[src/hw/code_protection_pkg.sv]
// Package for the program memory protection gate: address map, config byte
// addresses, bit positions and erase defaults. Used by the gate and its bench.
package code_protection_pkg;

  localparam int ADDR_W = 21;
  localparam int DATA_W = 8;
  localparam int NUM_BLOCKS = 4;

  // Configuration byte addresses
  localparam logic [ADDR_W-1:0] CFG_BLOCK_CP_ADDR   = 21'h300008;
  localparam logic [ADDR_W-1:0] CFG_BOOT_CP_ADDR    = 21'h300009;
  localparam logic [ADDR_W-1:0] CFG_BLOCK_WP_ADDR   = 21'h30000a;
  localparam logic [ADDR_W-1:0] CFG_SPECIAL_WP_ADDR = 21'h30000b;
  localparam logic [ADDR_W-1:0] CFG_BLOCK_TR_ADDR   = 21'h30000c;
  localparam logic [ADDR_W-1:0] CFG_BOOT_TR_ADDR    = 21'h30000d;
  localparam logic [ADDR_W-1:0] CFG_FIRST_ADDR      = 21'h300000;
  localparam logic [ADDR_W-1:0] CFG_LAST_ADDR       = 21'h3000ff;

  // Identification words
  localparam logic [ADDR_W-1:0] ID_FIRST_ADDR = 21'h200000;
  localparam logic [ADDR_W-1:0] ID_LAST_ADDR  = 21'h200007;

  // Block boundaries: boot block, then four blocks on binary boundaries
  localparam logic [ADDR_W-1:0] BOOT_END   = 21'h000800;
  localparam logic [ADDR_W-1:0] BLOCK0_END = 21'h004000;
  localparam logic [ADDR_W-1:0] BLOCK1_END = 21'h008000;
  localparam logic [ADDR_W-1:0] BLOCK2_END = 21'h00c000;
  localparam logic [ADDR_W-1:0] BLOCK3_END = 21'h010000;

  // Bit positions
  localparam int BOOT_READ_LOCK_BIT   = 6;
  localparam int EEPROM_READ_LOCK_BIT = 7;
  localparam int EEPROM_WRITE_LOCK_BIT = 7;
  localparam int BOOT_WRITE_LOCK_BIT  = 6;
  localparam int CONFIG_WRITE_LOCK_BIT = 5;
  localparam int BOOT_FOREIGN_READ_LOCK_BIT = 6;

  // Implemented-bit masks and erased value (all implemented bits one)
  localparam logic [DATA_W-1:0] BLOCK_MASK   = 8'h0f;
  localparam logic [DATA_W-1:0] BOOT_CP_MASK = 8'hc0;
  localparam logic [DATA_W-1:0] SPEC_WP_MASK = 8'he0;
  localparam logic [DATA_W-1:0] BOOT_TR_MASK = 8'h40;
  localparam logic [DATA_W-1:0] ZERO_BYTE    = 8'h00;

  // Block index; BLK_NONE covers addresses outside user memory
  typedef enum logic [2:0] {
    BLK_BOOT, BLK_0, BLK_1, BLK_2, BLK_3, BLK_NONE
  } block_e;

endpackage

[src/hw/code_protection_gate.sv]
// Protection gate for program memory, data EEPROM, config bytes and ID words.
// Assumes memories answer combinationally and one request stands per cycle.
//
// Notes on behaviour
// - Program memory splits into boot block plus four blocks on binary bounds.
// - Each block has read lock, write lock and foreign read lock bits.
// - Block read lock gates only external programmer accesses, not execution.
// - Block write lock at zero rejects table writes into that block.
// - Foreign read lock zero still allows reads from code inside the block.
// - Foreign read lock zero returns zeros to reads from outside block.
// - Lock bits may be written one to zero, never zero to one.
// - Lock bits return to one only by reset, chip erase or block erase.
// - Erase commands are accepted only from the external programming port.
// - EEPROM read lock blocks external EEPROM reads and writes.
// - EEPROM write lock blocks internal and external EEPROM writes.
// - CPU reads of data EEPROM are always allowed.
// - Config write lock guards config bytes; it is read-only to code.
// - Config write lock changes only through reset or the external programming port.
// - Table access reaches any program location, subject to block locks.
// - Table access reaches config bytes and reads identification words.
// - Eight identification bytes accessible in normal and programming modes.
// - Identification bytes readable even while code protection is active.
// - Read locks: blocks in bits 3..0, boot bit 6, EEPROM bit 7 next byte.
// - Write locks: blocks bits 3..0; EEPROM 7, boot 6, config 5 next byte.
// - Foreign read locks: blocks bits 3..0, boot bit 6 of next byte.
`timescale 1ns/10ps
module code_protection_gate (
  // Clock and reset
  input  wire logic                                    mclk,
  input  wire logic                                    reset,
  // CPU table access
  input  wire logic                                    cpu_req,
  input  wire logic                                    cpu_write,
  input  wire logic [code_protection_pkg::ADDR_W-1:0]  cpu_addr,
  input  wire logic [code_protection_pkg::ADDR_W-1:0]  cpu_fetch_addr,
  input  wire logic [code_protection_pkg::DATA_W-1:0]  cpu_wdata,
  output logic                                         cpu_ack,
  output logic                                         cpu_denied,
  output logic [code_protection_pkg::DATA_W-1:0]       cpu_rdata,
  // CPU data EEPROM access
  input  wire logic                                    cpu_ee_req,
  input  wire logic                                    cpu_ee_write,
  output logic                                         cpu_ee_grant,
  // External programmer
  input  wire logic                                    ext_req,
  input  wire logic                                    ext_write,
  input  wire logic                                    ext_ee,
  input  wire logic [code_protection_pkg::ADDR_W-1:0]  ext_addr,
  input  wire logic [code_protection_pkg::DATA_W-1:0]  ext_wdata,
  input  wire logic                                    ext_chip_erase,
  input  wire logic                                    ext_block_erase,
  input  wire logic [2:0]                              ext_erase_block,
  output logic                                         ext_ack,
  output logic                                         ext_denied,
  output logic                                         ext_ee_grant,
  output logic [code_protection_pkg::DATA_W-1:0]       ext_rdata,
  // Memory array
  input  wire logic [code_protection_pkg::DATA_W-1:0]  mem_rdata,
  output logic                                         mem_we,
  output logic [code_protection_pkg::ADDR_W-1:0]       mem_addr,
  output logic [code_protection_pkg::DATA_W-1:0]       mem_wdata
);
  import code_protection_pkg::*;

  logic [DATA_W-1:0] cp_blk_q, cp_boot_q, wp_blk_q, wp_spec_q, tr_blk_q, tr_boot_q;
  logic [DATA_W-1:0] cfg_rd;
  block_e            tgt_blk, fetch_blk, ext_blk;
  logic              tgt_is_cfg, tgt_is_id, ext_is_cfg, ext_is_id;
  logic              cpu_ok, ext_ok, cpu_zero, cpu_cfg_wr, ext_cfg_wr;
  logic              erase_chip, erase_blk;
  logic [2:0]        erase_sel;
  logic              cfg_we, boot_erase;
  logic [ADDR_W-1:0] cfg_waddr;
  logic [DATA_W-1:0] cfg_wdata, blk_erase_bits;
  localparam logic [DATA_W-1:0] CFG_LOCK_ONE = DATA_W'(1) << CONFIG_WRITE_LOCK_BIT;

  // Address to block
  function automatic block_e block_of(input logic [ADDR_W-1:0] a);
    if (a < BOOT_END)        block_of = BLK_BOOT;
    else if (a < BLOCK0_END) block_of = BLK_0;
    else if (a < BLOCK1_END) block_of = BLK_1;
    else if (a < BLOCK2_END) block_of = BLK_2;
    else if (a < BLOCK3_END) block_of = BLK_3;
    else                     block_of = BLK_NONE;
  endfunction

  // Select one lock bit for a block
  function automatic logic lock_of(input block_e b, input logic [DATA_W-1:0] blk,
                                   input logic boot);
    unique case (b)
      BLK_BOOT: lock_of = boot;
      BLK_0:    lock_of = blk[0];
      BLK_1:    lock_of = blk[1];
      BLK_2:    lock_of = blk[2];
      BLK_3:    lock_of = blk[3];
      default:  lock_of = 1'b1;
    endcase
  endfunction

  function automatic logic in_range(input logic [ADDR_W-1:0] a,
                                    input logic [ADDR_W-1:0] lo,
                                    input logic [ADDR_W-1:0] hi);
    in_range = (a >= lo) && (a <= hi);
  endfunction

  // Config byte readback
  function automatic logic [DATA_W-1:0] cfg_byte(input logic [ADDR_W-1:0] a,
      input logic [DATA_W-1:0] c0, input logic [DATA_W-1:0] c1,
      input logic [DATA_W-1:0] c2, input logic [DATA_W-1:0] c3,
      input logic [DATA_W-1:0] c4, input logic [DATA_W-1:0] c5);
    unique case (a)
      CFG_BLOCK_CP_ADDR:   cfg_byte = c0;
      CFG_BOOT_CP_ADDR:    cfg_byte = c1;
      CFG_BLOCK_WP_ADDR:   cfg_byte = c2;
      CFG_SPECIAL_WP_ADDR: cfg_byte = c3;
      CFG_BLOCK_TR_ADDR:   cfg_byte = c4;
      CFG_BOOT_TR_ADDR:    cfg_byte = c5;
      default:             cfg_byte = ZERO_BYTE;
    endcase
  endfunction

  // Clears allowed, sets ignored
  function automatic logic [DATA_W-1:0] clear_only(input logic [DATA_W-1:0] cur,
      input logic [DATA_W-1:0] wr, input logic [DATA_W-1:0] mask);
    clear_only = cur & (wr | ~mask);
  endfunction

  assign tgt_blk    = block_of(cpu_addr);
  assign fetch_blk  = block_of(cpu_fetch_addr);
  assign ext_blk    = block_of(ext_addr);
  assign tgt_is_cfg = in_range(cpu_addr, CFG_FIRST_ADDR, CFG_LAST_ADDR);
  assign tgt_is_id  = in_range(cpu_addr, ID_FIRST_ADDR, ID_LAST_ADDR);
  assign ext_is_cfg = in_range(ext_addr, CFG_FIRST_ADDR, CFG_LAST_ADDR);
  assign ext_is_id  = in_range(ext_addr, ID_FIRST_ADDR, ID_LAST_ADDR);
  assign cfg_rd     = cfg_byte(cpu_addr, cp_blk_q, cp_boot_q, wp_blk_q, wp_spec_q,
                               tr_blk_q, tr_boot_q);

  // CPU access decision; read lock plays no part here
  always_comb begin
    cpu_ok     = 1'b1;
    cpu_zero   = 1'b0;
    cpu_cfg_wr = 1'b0;
    if (tgt_is_id) begin
      cpu_ok = 1'b1;
    end else if (tgt_is_cfg) begin
      cpu_ok     = !cpu_write || wp_spec_q[CONFIG_WRITE_LOCK_BIT];
      cpu_cfg_wr = cpu_req && cpu_write && cpu_ok;
    end else if (tgt_blk != BLK_NONE) begin
      if (cpu_write) begin
        cpu_ok = lock_of(tgt_blk, wp_blk_q, wp_spec_q[BOOT_WRITE_LOCK_BIT]);
      end else begin
        // Foreign fetch reads zero when locked; own block reads through
        cpu_zero = (fetch_blk != tgt_blk) &&
                   !lock_of(tgt_blk, tr_blk_q, tr_boot_q[BOOT_FOREIGN_READ_LOCK_BIT]);
      end
    end
  end

  // External programmer decision
  always_comb begin
    ext_ok     = 1'b1;
    ext_cfg_wr = 1'b0;
    if (ext_ee) begin
      ext_ok = cp_boot_q[EEPROM_READ_LOCK_BIT] &&
               (!ext_write || wp_spec_q[EEPROM_WRITE_LOCK_BIT]);
    end else if (ext_is_id) begin
      ext_ok = 1'b1;
    end else if (ext_is_cfg) begin
      ext_ok     = !ext_write || wp_spec_q[CONFIG_WRITE_LOCK_BIT];
      ext_cfg_wr = ext_req && ext_write && ext_ok;
    end else if (ext_blk != BLK_NONE) begin
      ext_ok = lock_of(ext_blk, cp_blk_q, cp_boot_q[BOOT_READ_LOCK_BIT]) &&
               (!ext_write || lock_of(ext_blk, wp_blk_q, wp_spec_q[BOOT_WRITE_LOCK_BIT]));
    end
  end

  assign erase_chip = ext_chip_erase;
  assign erase_blk  = ext_block_erase;
  assign erase_sel  = ext_erase_block;
  assign boot_erase = erase_blk && (erase_sel == 3'(BLK_BOOT));

  // Block erase as a one-hot mask over the four block lock bits
  for (genvar gi = 0; gi < DATA_W; gi++) begin : g_blk_erase
    if (gi < NUM_BLOCKS) begin : g_used
      assign blk_erase_bits[gi] = erase_blk && (erase_sel == 3'(int'(BLK_0) + gi));
    end else begin : g_spare
      assign blk_erase_bits[gi] = 1'b0;
    end
  end

  // One config write a cycle, programmer first; CPU never clears the config lock
  always_comb begin
    cfg_we    = ext_cfg_wr || cpu_cfg_wr;
    cfg_waddr = cpu_addr;
    cfg_wdata = cpu_wdata | CFG_LOCK_ONE;
    if (ext_cfg_wr) begin
      cfg_waddr = ext_addr;
      cfg_wdata = ext_wdata;
    end
  end

  // Block read locks
  always_ff @(posedge mclk or posedge reset) begin
    if (reset) begin
      cp_blk_q <= BLOCK_MASK;
    end else if (erase_chip) begin
      cp_blk_q <= BLOCK_MASK;
    end else if (erase_blk) begin
      cp_blk_q <= cp_blk_q | blk_erase_bits;
    end else if (cfg_we && cfg_waddr == CFG_BLOCK_CP_ADDR) begin
      cp_blk_q <= clear_only(cp_blk_q, cfg_wdata, BLOCK_MASK);
    end
  end

  // Boot and EEPROM read locks
  always_ff @(posedge mclk or posedge reset) begin
    if (reset) begin
      cp_boot_q <= BOOT_CP_MASK;
    end else if (erase_chip) begin
      cp_boot_q <= BOOT_CP_MASK;
    end else if (erase_blk) begin
      cp_boot_q[BOOT_READ_LOCK_BIT] <= cp_boot_q[BOOT_READ_LOCK_BIT] || boot_erase;
    end else if (cfg_we && cfg_waddr == CFG_BOOT_CP_ADDR) begin
      cp_boot_q <= clear_only(cp_boot_q, cfg_wdata, BOOT_CP_MASK);
    end
  end

  // Block write locks
  always_ff @(posedge mclk or posedge reset) begin
    if (reset) begin
      wp_blk_q <= BLOCK_MASK;
    end else if (erase_chip) begin
      wp_blk_q <= BLOCK_MASK;
    end else if (erase_blk) begin
      wp_blk_q <= wp_blk_q | blk_erase_bits;
    end else if (cfg_we && cfg_waddr == CFG_BLOCK_WP_ADDR) begin
      wp_blk_q <= clear_only(wp_blk_q, cfg_wdata, BLOCK_MASK);
    end
  end

  // EEPROM, boot and config write locks
  always_ff @(posedge mclk or posedge reset) begin
    if (reset) begin
      wp_spec_q <= SPEC_WP_MASK;
    end else if (erase_chip) begin
      wp_spec_q <= SPEC_WP_MASK;
    end else if (erase_blk) begin
      wp_spec_q[BOOT_WRITE_LOCK_BIT] <= wp_spec_q[BOOT_WRITE_LOCK_BIT] || boot_erase;
    end else if (cfg_we && cfg_waddr == CFG_SPECIAL_WP_ADDR) begin
      wp_spec_q <= clear_only(wp_spec_q, cfg_wdata, SPEC_WP_MASK);
    end
  end

  // Block foreign read locks
  always_ff @(posedge mclk or posedge reset) begin
    if (reset) begin
      tr_blk_q <= BLOCK_MASK;
    end else if (erase_chip) begin
      tr_blk_q <= BLOCK_MASK;
    end else if (erase_blk) begin
      tr_blk_q <= tr_blk_q | blk_erase_bits;
    end else if (cfg_we && cfg_waddr == CFG_BLOCK_TR_ADDR) begin
      tr_blk_q <= clear_only(tr_blk_q, cfg_wdata, BLOCK_MASK);
    end
  end

  // Boot foreign read lock
  always_ff @(posedge mclk or posedge reset) begin
    if (reset) begin
      tr_boot_q <= BOOT_TR_MASK;
    end else if (erase_chip) begin
      tr_boot_q <= BOOT_TR_MASK;
    end else if (erase_blk) begin
      tr_boot_q[BOOT_FOREIGN_READ_LOCK_BIT] <= tr_boot_q[BOOT_FOREIGN_READ_LOCK_BIT] ||
                                               boot_erase;
    end else if (cfg_we && cfg_waddr == CFG_BOOT_TR_ADDR) begin
      tr_boot_q <= clear_only(tr_boot_q, cfg_wdata, BOOT_TR_MASK);
    end
  end

  // CPU answers, one cycle after request
  always_ff @(posedge mclk or posedge reset) begin
    if (reset) begin
      cpu_ack    <= 1'b0;
      cpu_denied <= 1'b0;
      cpu_rdata  <= ZERO_BYTE;
    end else begin
      cpu_ack    <= cpu_req && cpu_ok;
      cpu_denied <= cpu_req && !cpu_ok;
      if (cpu_req && !cpu_write) begin
        cpu_rdata <= cpu_zero ? ZERO_BYTE : (tgt_is_cfg ? cfg_rd : mem_rdata);
      end
    end
  end

  // EEPROM grants
  always_ff @(posedge mclk or posedge reset) begin
    if (reset) begin
      cpu_ee_grant <= 1'b0;
      ext_ee_grant <= 1'b0;
    end else begin
      cpu_ee_grant <= cpu_ee_req &&
                      (!cpu_ee_write || wp_spec_q[EEPROM_WRITE_LOCK_BIT]);
      ext_ee_grant <= ext_req && ext_ee && ext_ok;
    end
  end

  // Programmer answers
  always_ff @(posedge mclk or posedge reset) begin
    if (reset) begin
      ext_ack    <= 1'b0;
      ext_denied <= 1'b0;
      ext_rdata  <= ZERO_BYTE;
    end else begin
      ext_ack    <= ext_req && ext_ok;
      ext_denied <= ext_req && !ext_ok;
      if (ext_req && !ext_write) begin
        ext_rdata <= !ext_ok ? ZERO_BYTE :
                     (ext_is_cfg ? cfg_byte(ext_addr, cp_blk_q, cp_boot_q, wp_blk_q,
                                            wp_spec_q, tr_blk_q, tr_boot_q) : mem_rdata);
      end
    end
  end

  // Memory port; programmer wins when both request
  always_ff @(posedge mclk or posedge reset) begin
    if (reset) begin
      mem_we    <= 1'b0;
      mem_addr  <= '0;
      mem_wdata <= ZERO_BYTE;
    end else begin
      mem_we    <= (ext_req && ext_write && ext_ok && !ext_is_cfg && !ext_ee) ||
                   (!ext_req && cpu_req && cpu_write && cpu_ok && !tgt_is_cfg);
      mem_addr  <= ext_req ? ext_addr : cpu_addr;
      mem_wdata <= ext_req ? ext_wdata : cpu_wdata;
    end
  end

endmodule

[config.mk]
export PLATFORM = sky130hd
export DESIGN_NAME = code_protection_gate
export DESIGN_NICKNAME = d
export VERILOG_FILES = /design/src/hw/code_protection_pkg.sv /design/src/hw/code_protection_gate.sv
export SDC_FILE = /design/constraint.sdc
export NUM_CORES = 1
export LEC_CHECK = 0
export BUFFER_PORTS_ARGS = -buffer_cell sky130_fd_sc_hd__buf_2
export CAP_MARGIN = 40
export CORE_MARGIN = 2
export CORE_UTILIZATION = 45
export CTS_CLUSTER_DIAMETER = 50
export CTS_CLUSTER_SIZE = 28
export DETAILED_ROUTE_END_ITERATION = 7
export PLACE_DENSITY_LB_ADDON = 0.1
export REMOVE_ABC_BUFFERS = 1
export SLEW_MARGIN = 5
export SYNTH_ARGS = -nofsm -noshare
export SYNTH_HDL_FRONTEND = slang
export SYNTH_SLANG_ARGS = --single-unit
[constraint.sdc]
create_clock -name mclk -period 2 [get_ports mclk]
set_clock_uncertainty 0.1 [all_clocks]
set_input_delay 0.1 -clock mclk [delete_from_list [all_inputs] [get_ports mclk]]
set_output_delay 0.1 -clock mclk [all_outputs]
set_load 0.02 [all_outputs]
-- Yosys cells after proc, flatten, opt, wreduce, memory -nomap -nowiden
Index checks and enable logic that the tools add are counted.
- order comparisons: 23
- equal/unequal tests: 34
- mux-type cells: 82
- bitwise gates (word level): 9
- reductions and logical operators: 73
- operators with widths (cell ; count):
    21-bit equality test (second input constant) ; 18
    8-bit two-way mux ; 21
    21-bit by 16-bit < comparator with 1-bit output (second input constant) ; 6
    8-bit one-hot mux with 6 select lines ; 2
    21-bit by 12-bit < comparator with 1-bit output (second input constant) ; 3
    21-bit by 15-bit < comparator with 1-bit output (second input constant) ; 3
    21-bit by 17-bit < comparator with 1-bit output (second input constant) ; 3
    8-bit AND ; 6
    21-bit by 1-bit greater-or-equal comparator with 1-bit output (second input constant) ; 2
    21-bit greater-or-equal comparator (second input constant) ; 2
    21-bit less-or-equal comparator (second input constant) ; 2
    21-bit by 3-bit less-or-equal comparator with 1-bit output (second input constant) ; 2
    21-bit two-way mux ; 2
    1-bit logical AND ; 38
    1-bit two-way mux ; 38
    3-bit two-way mux ; 12
    8-bit by 4-bit bitwise OR with 8-bit output ; 3
    1-bit one-hot mux with 5 select lines ; 4
    3-bit by 2-bit equality test with 1-bit output (second input constant) ; 6
    6-bit two-way mux ; 3
    3-bit nonzero test ; 6
    1-bit zero test ; 10
    1-bit logical OR ; 10
    3-bit by 1-bit equality test with 1-bit output (second input constant) ; 3
    other kinds (7) ; 16
- register bits: 100
- input bits: 101
- output and inout port bits: 52
- logic and storage cells: 241

-- Logic depth before layout (Yosys ltp)
- depth in word-level cells: 22
- depth in mapped cells: 8
- mapped depth without buffers: 6

-- Least setup slack after synthesis
Ideal clock, no wire load.
- path type: input to register
- start point: in cpu_fetch_addr[19] (netlist bit)
- end point: reg cpu_rdata[4] (netlist bit)
- setup time: 0.122 ns
- data arrival time: 1.967 ns
- required time: 1.778 ns
- path slack: -0.188 ns
- stages: 7
- buffers on the path: 1
- cells stage by stage: or4_4 a211oi_1 xnor2_1 a21oi_2 or4_4 buf_6 a32o_1
- word-level cells in the longest chain between the ends: 13
- elaborated cells between the ends (all ways): 17
- those cells by class: 5 x order compare; 1 x eq/ne; 10 x mux; 1 x reduce/logical
- ends and longest elaborated chain (item ; line ; RTL):
    start, declared ; code_protection_gate.sv:35 ; input wire logic [code_protection_pkg::ADDR_W-1:0] cpu_fetch_addr,
    21-bit by 17-bit < comparator with 1-bit output ; code_protection_gate.sv:83 ; else if (a < BLOCK3_END) block_of = BLK_3;
    1-bit two-way mux ; code_protection_gate.sv:83 ;
    3-bit two-way mux ; code_protection_gate.sv:82 ; else if (a < BLOCK2_END) block_of = BLK_2;
    3-bit two-way mux ; code_protection_gate.sv:81 ; else if (a < BLOCK1_END) block_of = BLK_1;
    3-bit two-way mux ; code_protection_gate.sv:80 ; else if (a < BLOCK0_END) block_of = BLK_0;
    3-bit two-way mux (*) ; code_protection_gate.sv:79 ; if (a < BOOT_END) block_of = BLK_BOOT;
    3-bit != test (*) ; code_protection_gate.sv:153 ; cpu_zero = (fetch_blk != tgt_blk) &&
    1-bit logical AND (*) ; code_protection_gate.sv:153 ;
    1-bit two-way mux (*) ; code_protection_gate.sv:149 ; if (cpu_write) begin
    1-bit two-way mux (*) ; code_protection_gate.sv:148 ; end else if (tgt_blk != BLK_NONE) begin
    1-bit two-way mux (*) ; code_protection_gate.sv:145 ; end else if (tgt_is_cfg) begin
    1-bit two-way mux (*) ; code_protection_gate.sv:143 ; if (tgt_is_id) begin
    8-bit two-way mux (*) ; code_protection_gate.sv:291 ; cpu_rdata <= cpu_zero ? ZERO_BYTE : (tgt_is_cfg ? cfg_rd : mem_rdata);
    end signal, assigned ; code_protection_gate.sv:291 ;
    end, declared ; code_protection_gate.sv:39 ; output logic [code_protection_pkg::DATA_W-1:0] cpu_rdata,
Every way passes the cells marked *; elsewhere a longest branch is shown, timed or not.
A chain may end at the register's enable or synchronous reset.

-- Worst setup path in the final report
- start point: reg wp_spec_q[5]
- end point: reg wp_spec_q[6]
- word-level cells in the longest chain between the ends: 10
- elaborated cells between the ends (all ways): 19
- those cells by class: 1 x eq/ne; 10 x mux; 1 x bitwise; 7 x reduce/logical
- ends and longest elaborated chain (item ; line ; RTL):
    start, declared ; code_protection_gate.sv:65 ; logic [DATA_W-1:0] cp_blk_q, cp_boot_q, wp_blk_q, wp_spec_q, tr_blk_q, tr_boot_q;
    start signal, assigned by index ; code_protection_gate.sv:248 ; wp_spec_q[BOOT_WRITE_LOCK_BIT] <= wp_spec_q[BOOT_WRITE_LOCK_BIT] || boot_erase;
    start signal, assigned ; code_protection_gate.sv:250 ; wp_spec_q <= clear_only(wp_spec_q, cfg_wdata, SPEC_WP_MASK);
    parallel branches: the longest is 10 deep, another holds 21-bit two-way mux ; - ;
Several ways; the timed one is not identified. The select of a mux whose other input is x is not followed.

==> results_dict.tcl <==
set metrics [dict create \
    failed_checks "setup timing" \
    number_of_global_route_vias_before_repair 4268 \
    cap_viol_max_count 0 \
    yosys.area_share.adder 0 \
    syn_to_final_growth_pct 53.4 \
    share_seq_of_total_power 0.411 \
    initial_core_util 0.465 \
    final.period_utilization 1.03 \
    total_switching_power_uw 1070 \
    drt_first_iter_violations 287 \
    cts_num_sinks 70 \
    syn_area_um2 4050 \
    global_route.usage.met2 0.480 \
    synth_top_family_by_area "simple AND/OR/NAND/NOR gates" \
    synth_compound_area_frac 0.167 \
    synthSimpleGateAreaFrac 0.213 \
    synth_largest_type_area_fraction 0.321 \
    ff_latch_area_um2 1770 \
    pwr-share-clk 0.369 \
    routed-via-count 4374 \
    cp_slowest_stage_delay_ps 540 \
    floorplan.die.width_um 98.9 \
    crit_fanout 3 \
    design_power_total_uw 3790 \
    postSynth.asyncResetShare 1.00 \
    finalMaxSlewViolations 0 \
    synthesis.yosys.warnings 0 \
    top_cells_by_area_synth "sky130_fd_sc_hd__dfrtp_1 32%, sky130_fd_sc_hd__dfstp_2 12%, sky130_fd_sc_hd__mux2_2 9.5%" \
    grt_setup_unrepaired "true" \
    cts_tree "built" \
    drc 0 \
    timing.final.setup_violations 2 \
    cts_made_buffers 9 \
    synth_cells 425 \
    combPwrFrac 0.221 \
    mean_number_of_vias_per_cell 5.52 \
    post-route-worst-setup-slack_ps -69.3 \
    detail-route-antenna-nets 0 \
    slew-limit-headroom 0.618 \
    arrival_ps 2240 \
    power.density_nw_per_um2 610 \
    clock_insertion_delay_worst_skew_ps 350 \
    antenna_cells 0 \
    hold_crit_class "input port to flop" \
    floorplan_core_area_um2 8720 \
    xor_xnor_cell_area_share_of_the_yosys_netlist 0.00649 \
    synth_enable_flop_cells 0 \
    place_congestion 0.923 \
    power.leakage_uw 0.00289 \
    antenna_found_initial 0 \
    period_needed_ps 2070 \
    grt_pass1_wl_um 22200 \
    final_cell_count_no_fill 793 \
    seq_total_area_yosys 0.438 \
    grt_usage 0.289 \
    critPathLaunchType "flop" \
    drt_pass1_iterations 5 \
    ios 153 \
    drive_gt1_frac 0.460 \
    cts_buffer_depth 2 \
    critPathRequiredTime_ps 2170 \
    cp_top_family "compound AO/OA/AOI/OAI gates" \
    hold_viol 0 \
    synth.mux.area_fraction 0.134 \
    grt_util_met3 0.0461 \
    grtUsageMet1 0.396 \
    portBuffers 141 \
    critical_path_class "flop to flop" \
    fp.dieArea_um2 9780 \
    netSwitchingFraction 0.281 \
    fin_tns_setup_ps -132 \
    wire_per_inst_um 18.1 \
    nFillCells 680 \
    postSynthRegisterBits 70 \
    dominantRegCellSynth "sky130_fd_sc_hd__dfrtp_1" \
    run_status "finished, violations left" \
    slowest_stage "sky130_fd_sc_hd__dfstp_2" \
    synth_area_leader_cell "sky130_fd_sc_hd__dfrtp_1" \
    yosysMostFrequentCell "sky130_fd_sc_hd__dfrtp_1" \
    gr_overflow_total 0 \
    multiInputGateArea_um2 2200 \
    wl_um 14300 \
    cts.htree.levels 3 \
    fmax_mhz 483 \
    final_nets 781 \
    grt_max_degree 71 \
    die_y_um 98.9 \
    peakVddDrop_v 0.000435 \
    critPathBufInv 1 \
    grt_busiest_layer "met2" \
    total_instance_count_after_detailed_placement 718 \
    pin_slew_with_the_least_headroom_to_its_limit_ps 573 \
    clkTransAtPathRegs_ps 80 \
    cellInternalPower_uw 2730 \
    ys_top_cells_by_count "52 x sky130_fd_sc_hd__dfrtp_1, 39 x sky130_fd_sc_hd__nor2_1, 36 x sky130_fd_sc_hd__nand2_1" \
    crit_path_cell_chain "buf_4 > nand3_1 > a311oi_2 > a22oi_2 > a2111oi_4 > a21oi_2" \
    hpwl_um 10400 \
    ctsRootBufferMaster "sky130_fd_sc_hd__clkbuf_8" \
    setup.worst_path.end_class "flop" \
    floorplan.rows 34 \
    synthesized_area_divided_by_synthesized_cell_count_um2 9.53 \
    synth_cell_type_count 56 \
]
path summary, 6_finish.rpt:
path	cells past startpoint	endpoint	slack, ps	start
setup / recovery	6	wp_spec_q[6]	-70	wp_spec_q[5]
hold reg to reg	2	ext_rdata[4]	380	ext_rdata[4]
min in group asynchronous	4	ext_denied	270	reset
setup reg to reg	6	wp_spec_q[6]	-70	wp_spec_q[5]
max in group asynchronous	4	tr_blk_q[2]	1180	reset
hold / removal	3	mem_addr[9]	9	ext_addr[9]
cells in the final DEF (no fill, tap or decap), drive strengths merged, types with 5 or more instances in the layout:
cell type	netlist	routed
o211ai	6	6
nor2	40	40
buf	8	217
mux2	34	34
a22o	8	8
nand3b	5	5
clkbuf	15	10
a21oi	21	21
inv	18	18
or4	6	6
nand2b	9	9
dfstp	18	18
o22ai	7	7
nor3	13	13
nor2b	7	7
dfrtp	52	52
dlygate4sd3	0	50
o21ai	25	25
nand4	5	5
mux2i	16	16
a22oi	6	6
nor4	11	11
nand3	10	10
nand2	36	36
flip-flops by register name, summed over array words and instances, names as in the netlist, 2 cells and up:
register and count:
mem_wdata 8, wp_spec_q 3, mem_addr 21, cp_blk_q 4, cp_boot_q 2, cpu_rdata 8, ext_rdata 8, tr_blk_q 4
wp_blk_q 4
area by class of cell:
cell class | instances | share of cell area
clock buffers | 10 | 0.0205
clock inverters | 6 | 0.0179
inverters | 18 | 0.0109
multi-input cells | 314 | 0.354
flip-flops and latches | 70 | 0.285
well taps | 108 | 0.0217
repair buffers | 267 | 0.290
kinds of logic (layout without fill, tap and decap cells):
family,count (synthesis),count (layout)
buffers and inverters,41,301
AND/OR/NAND/NOR,162,162
flip-flops,70,70
AO/OA/AOI/OAI,99,99
multiplexers,50,50
XOR/XNOR,3,3
stage by stage:
stage          hold WS, ps  setup WS (ps)  area, um^2  utilization
6_report              8.88          -69.3        6220        0.713
5_1_grt             -0.161           -141        6220        0.713
4_1_cts               1.64          -67.4        6130        0.703
3_5_place_dp           106           -448        5310        0.609
3_3_place_gp           101           -387        5310        0.609
2_1_floorplan         93.3           -128        3950            -
power groups by stage:
stage / registers [uW] / logic (uW) / clock network (uW)
final: 1560 / 837 / 1400
after global routing: 1570 / 901 / 1480
after CTS: 1560 / 820 / 1420
after detailed placement: 1590 / 721 / 0
after global placement: 1580 / 711 / 0
after floorplan: 1700 / 224 / 0
repair_timing:
item                                    in CTS  in global routing
buffers inserted                             3                  6
pin swaps                                    9                 11
gates resized for setup                     11                 10
endpoints found under the setup margin      17                 24
hold buffers                                50                  0
hold endpoints to repair                    84                  0
worst register-to-register path, cell delays in order (launching register included):
cell and delay, ps:
sky130_fd_sc_hd__dfstp_2 540, sky130_fd_sc_hd__buf_4 120, sky130_fd_sc_hd__nand3_1 90, sky130_fd_sc_hd__a311oi_2 410, sky130_fd_sc_hd__a22oi_2 210, sky130_fd_sc_hd__a2111oi_4 410
sky130_fd_sc_hd__a21oi_2 100
metal layers:
metal	vias to the layer above	part of all wire
li1	2076	-
met1	2096	0.45
met2	174	0.48
met3	28	0.057
met4	0	0.021
met5	-	0
(Power assumes the default switching activity.)
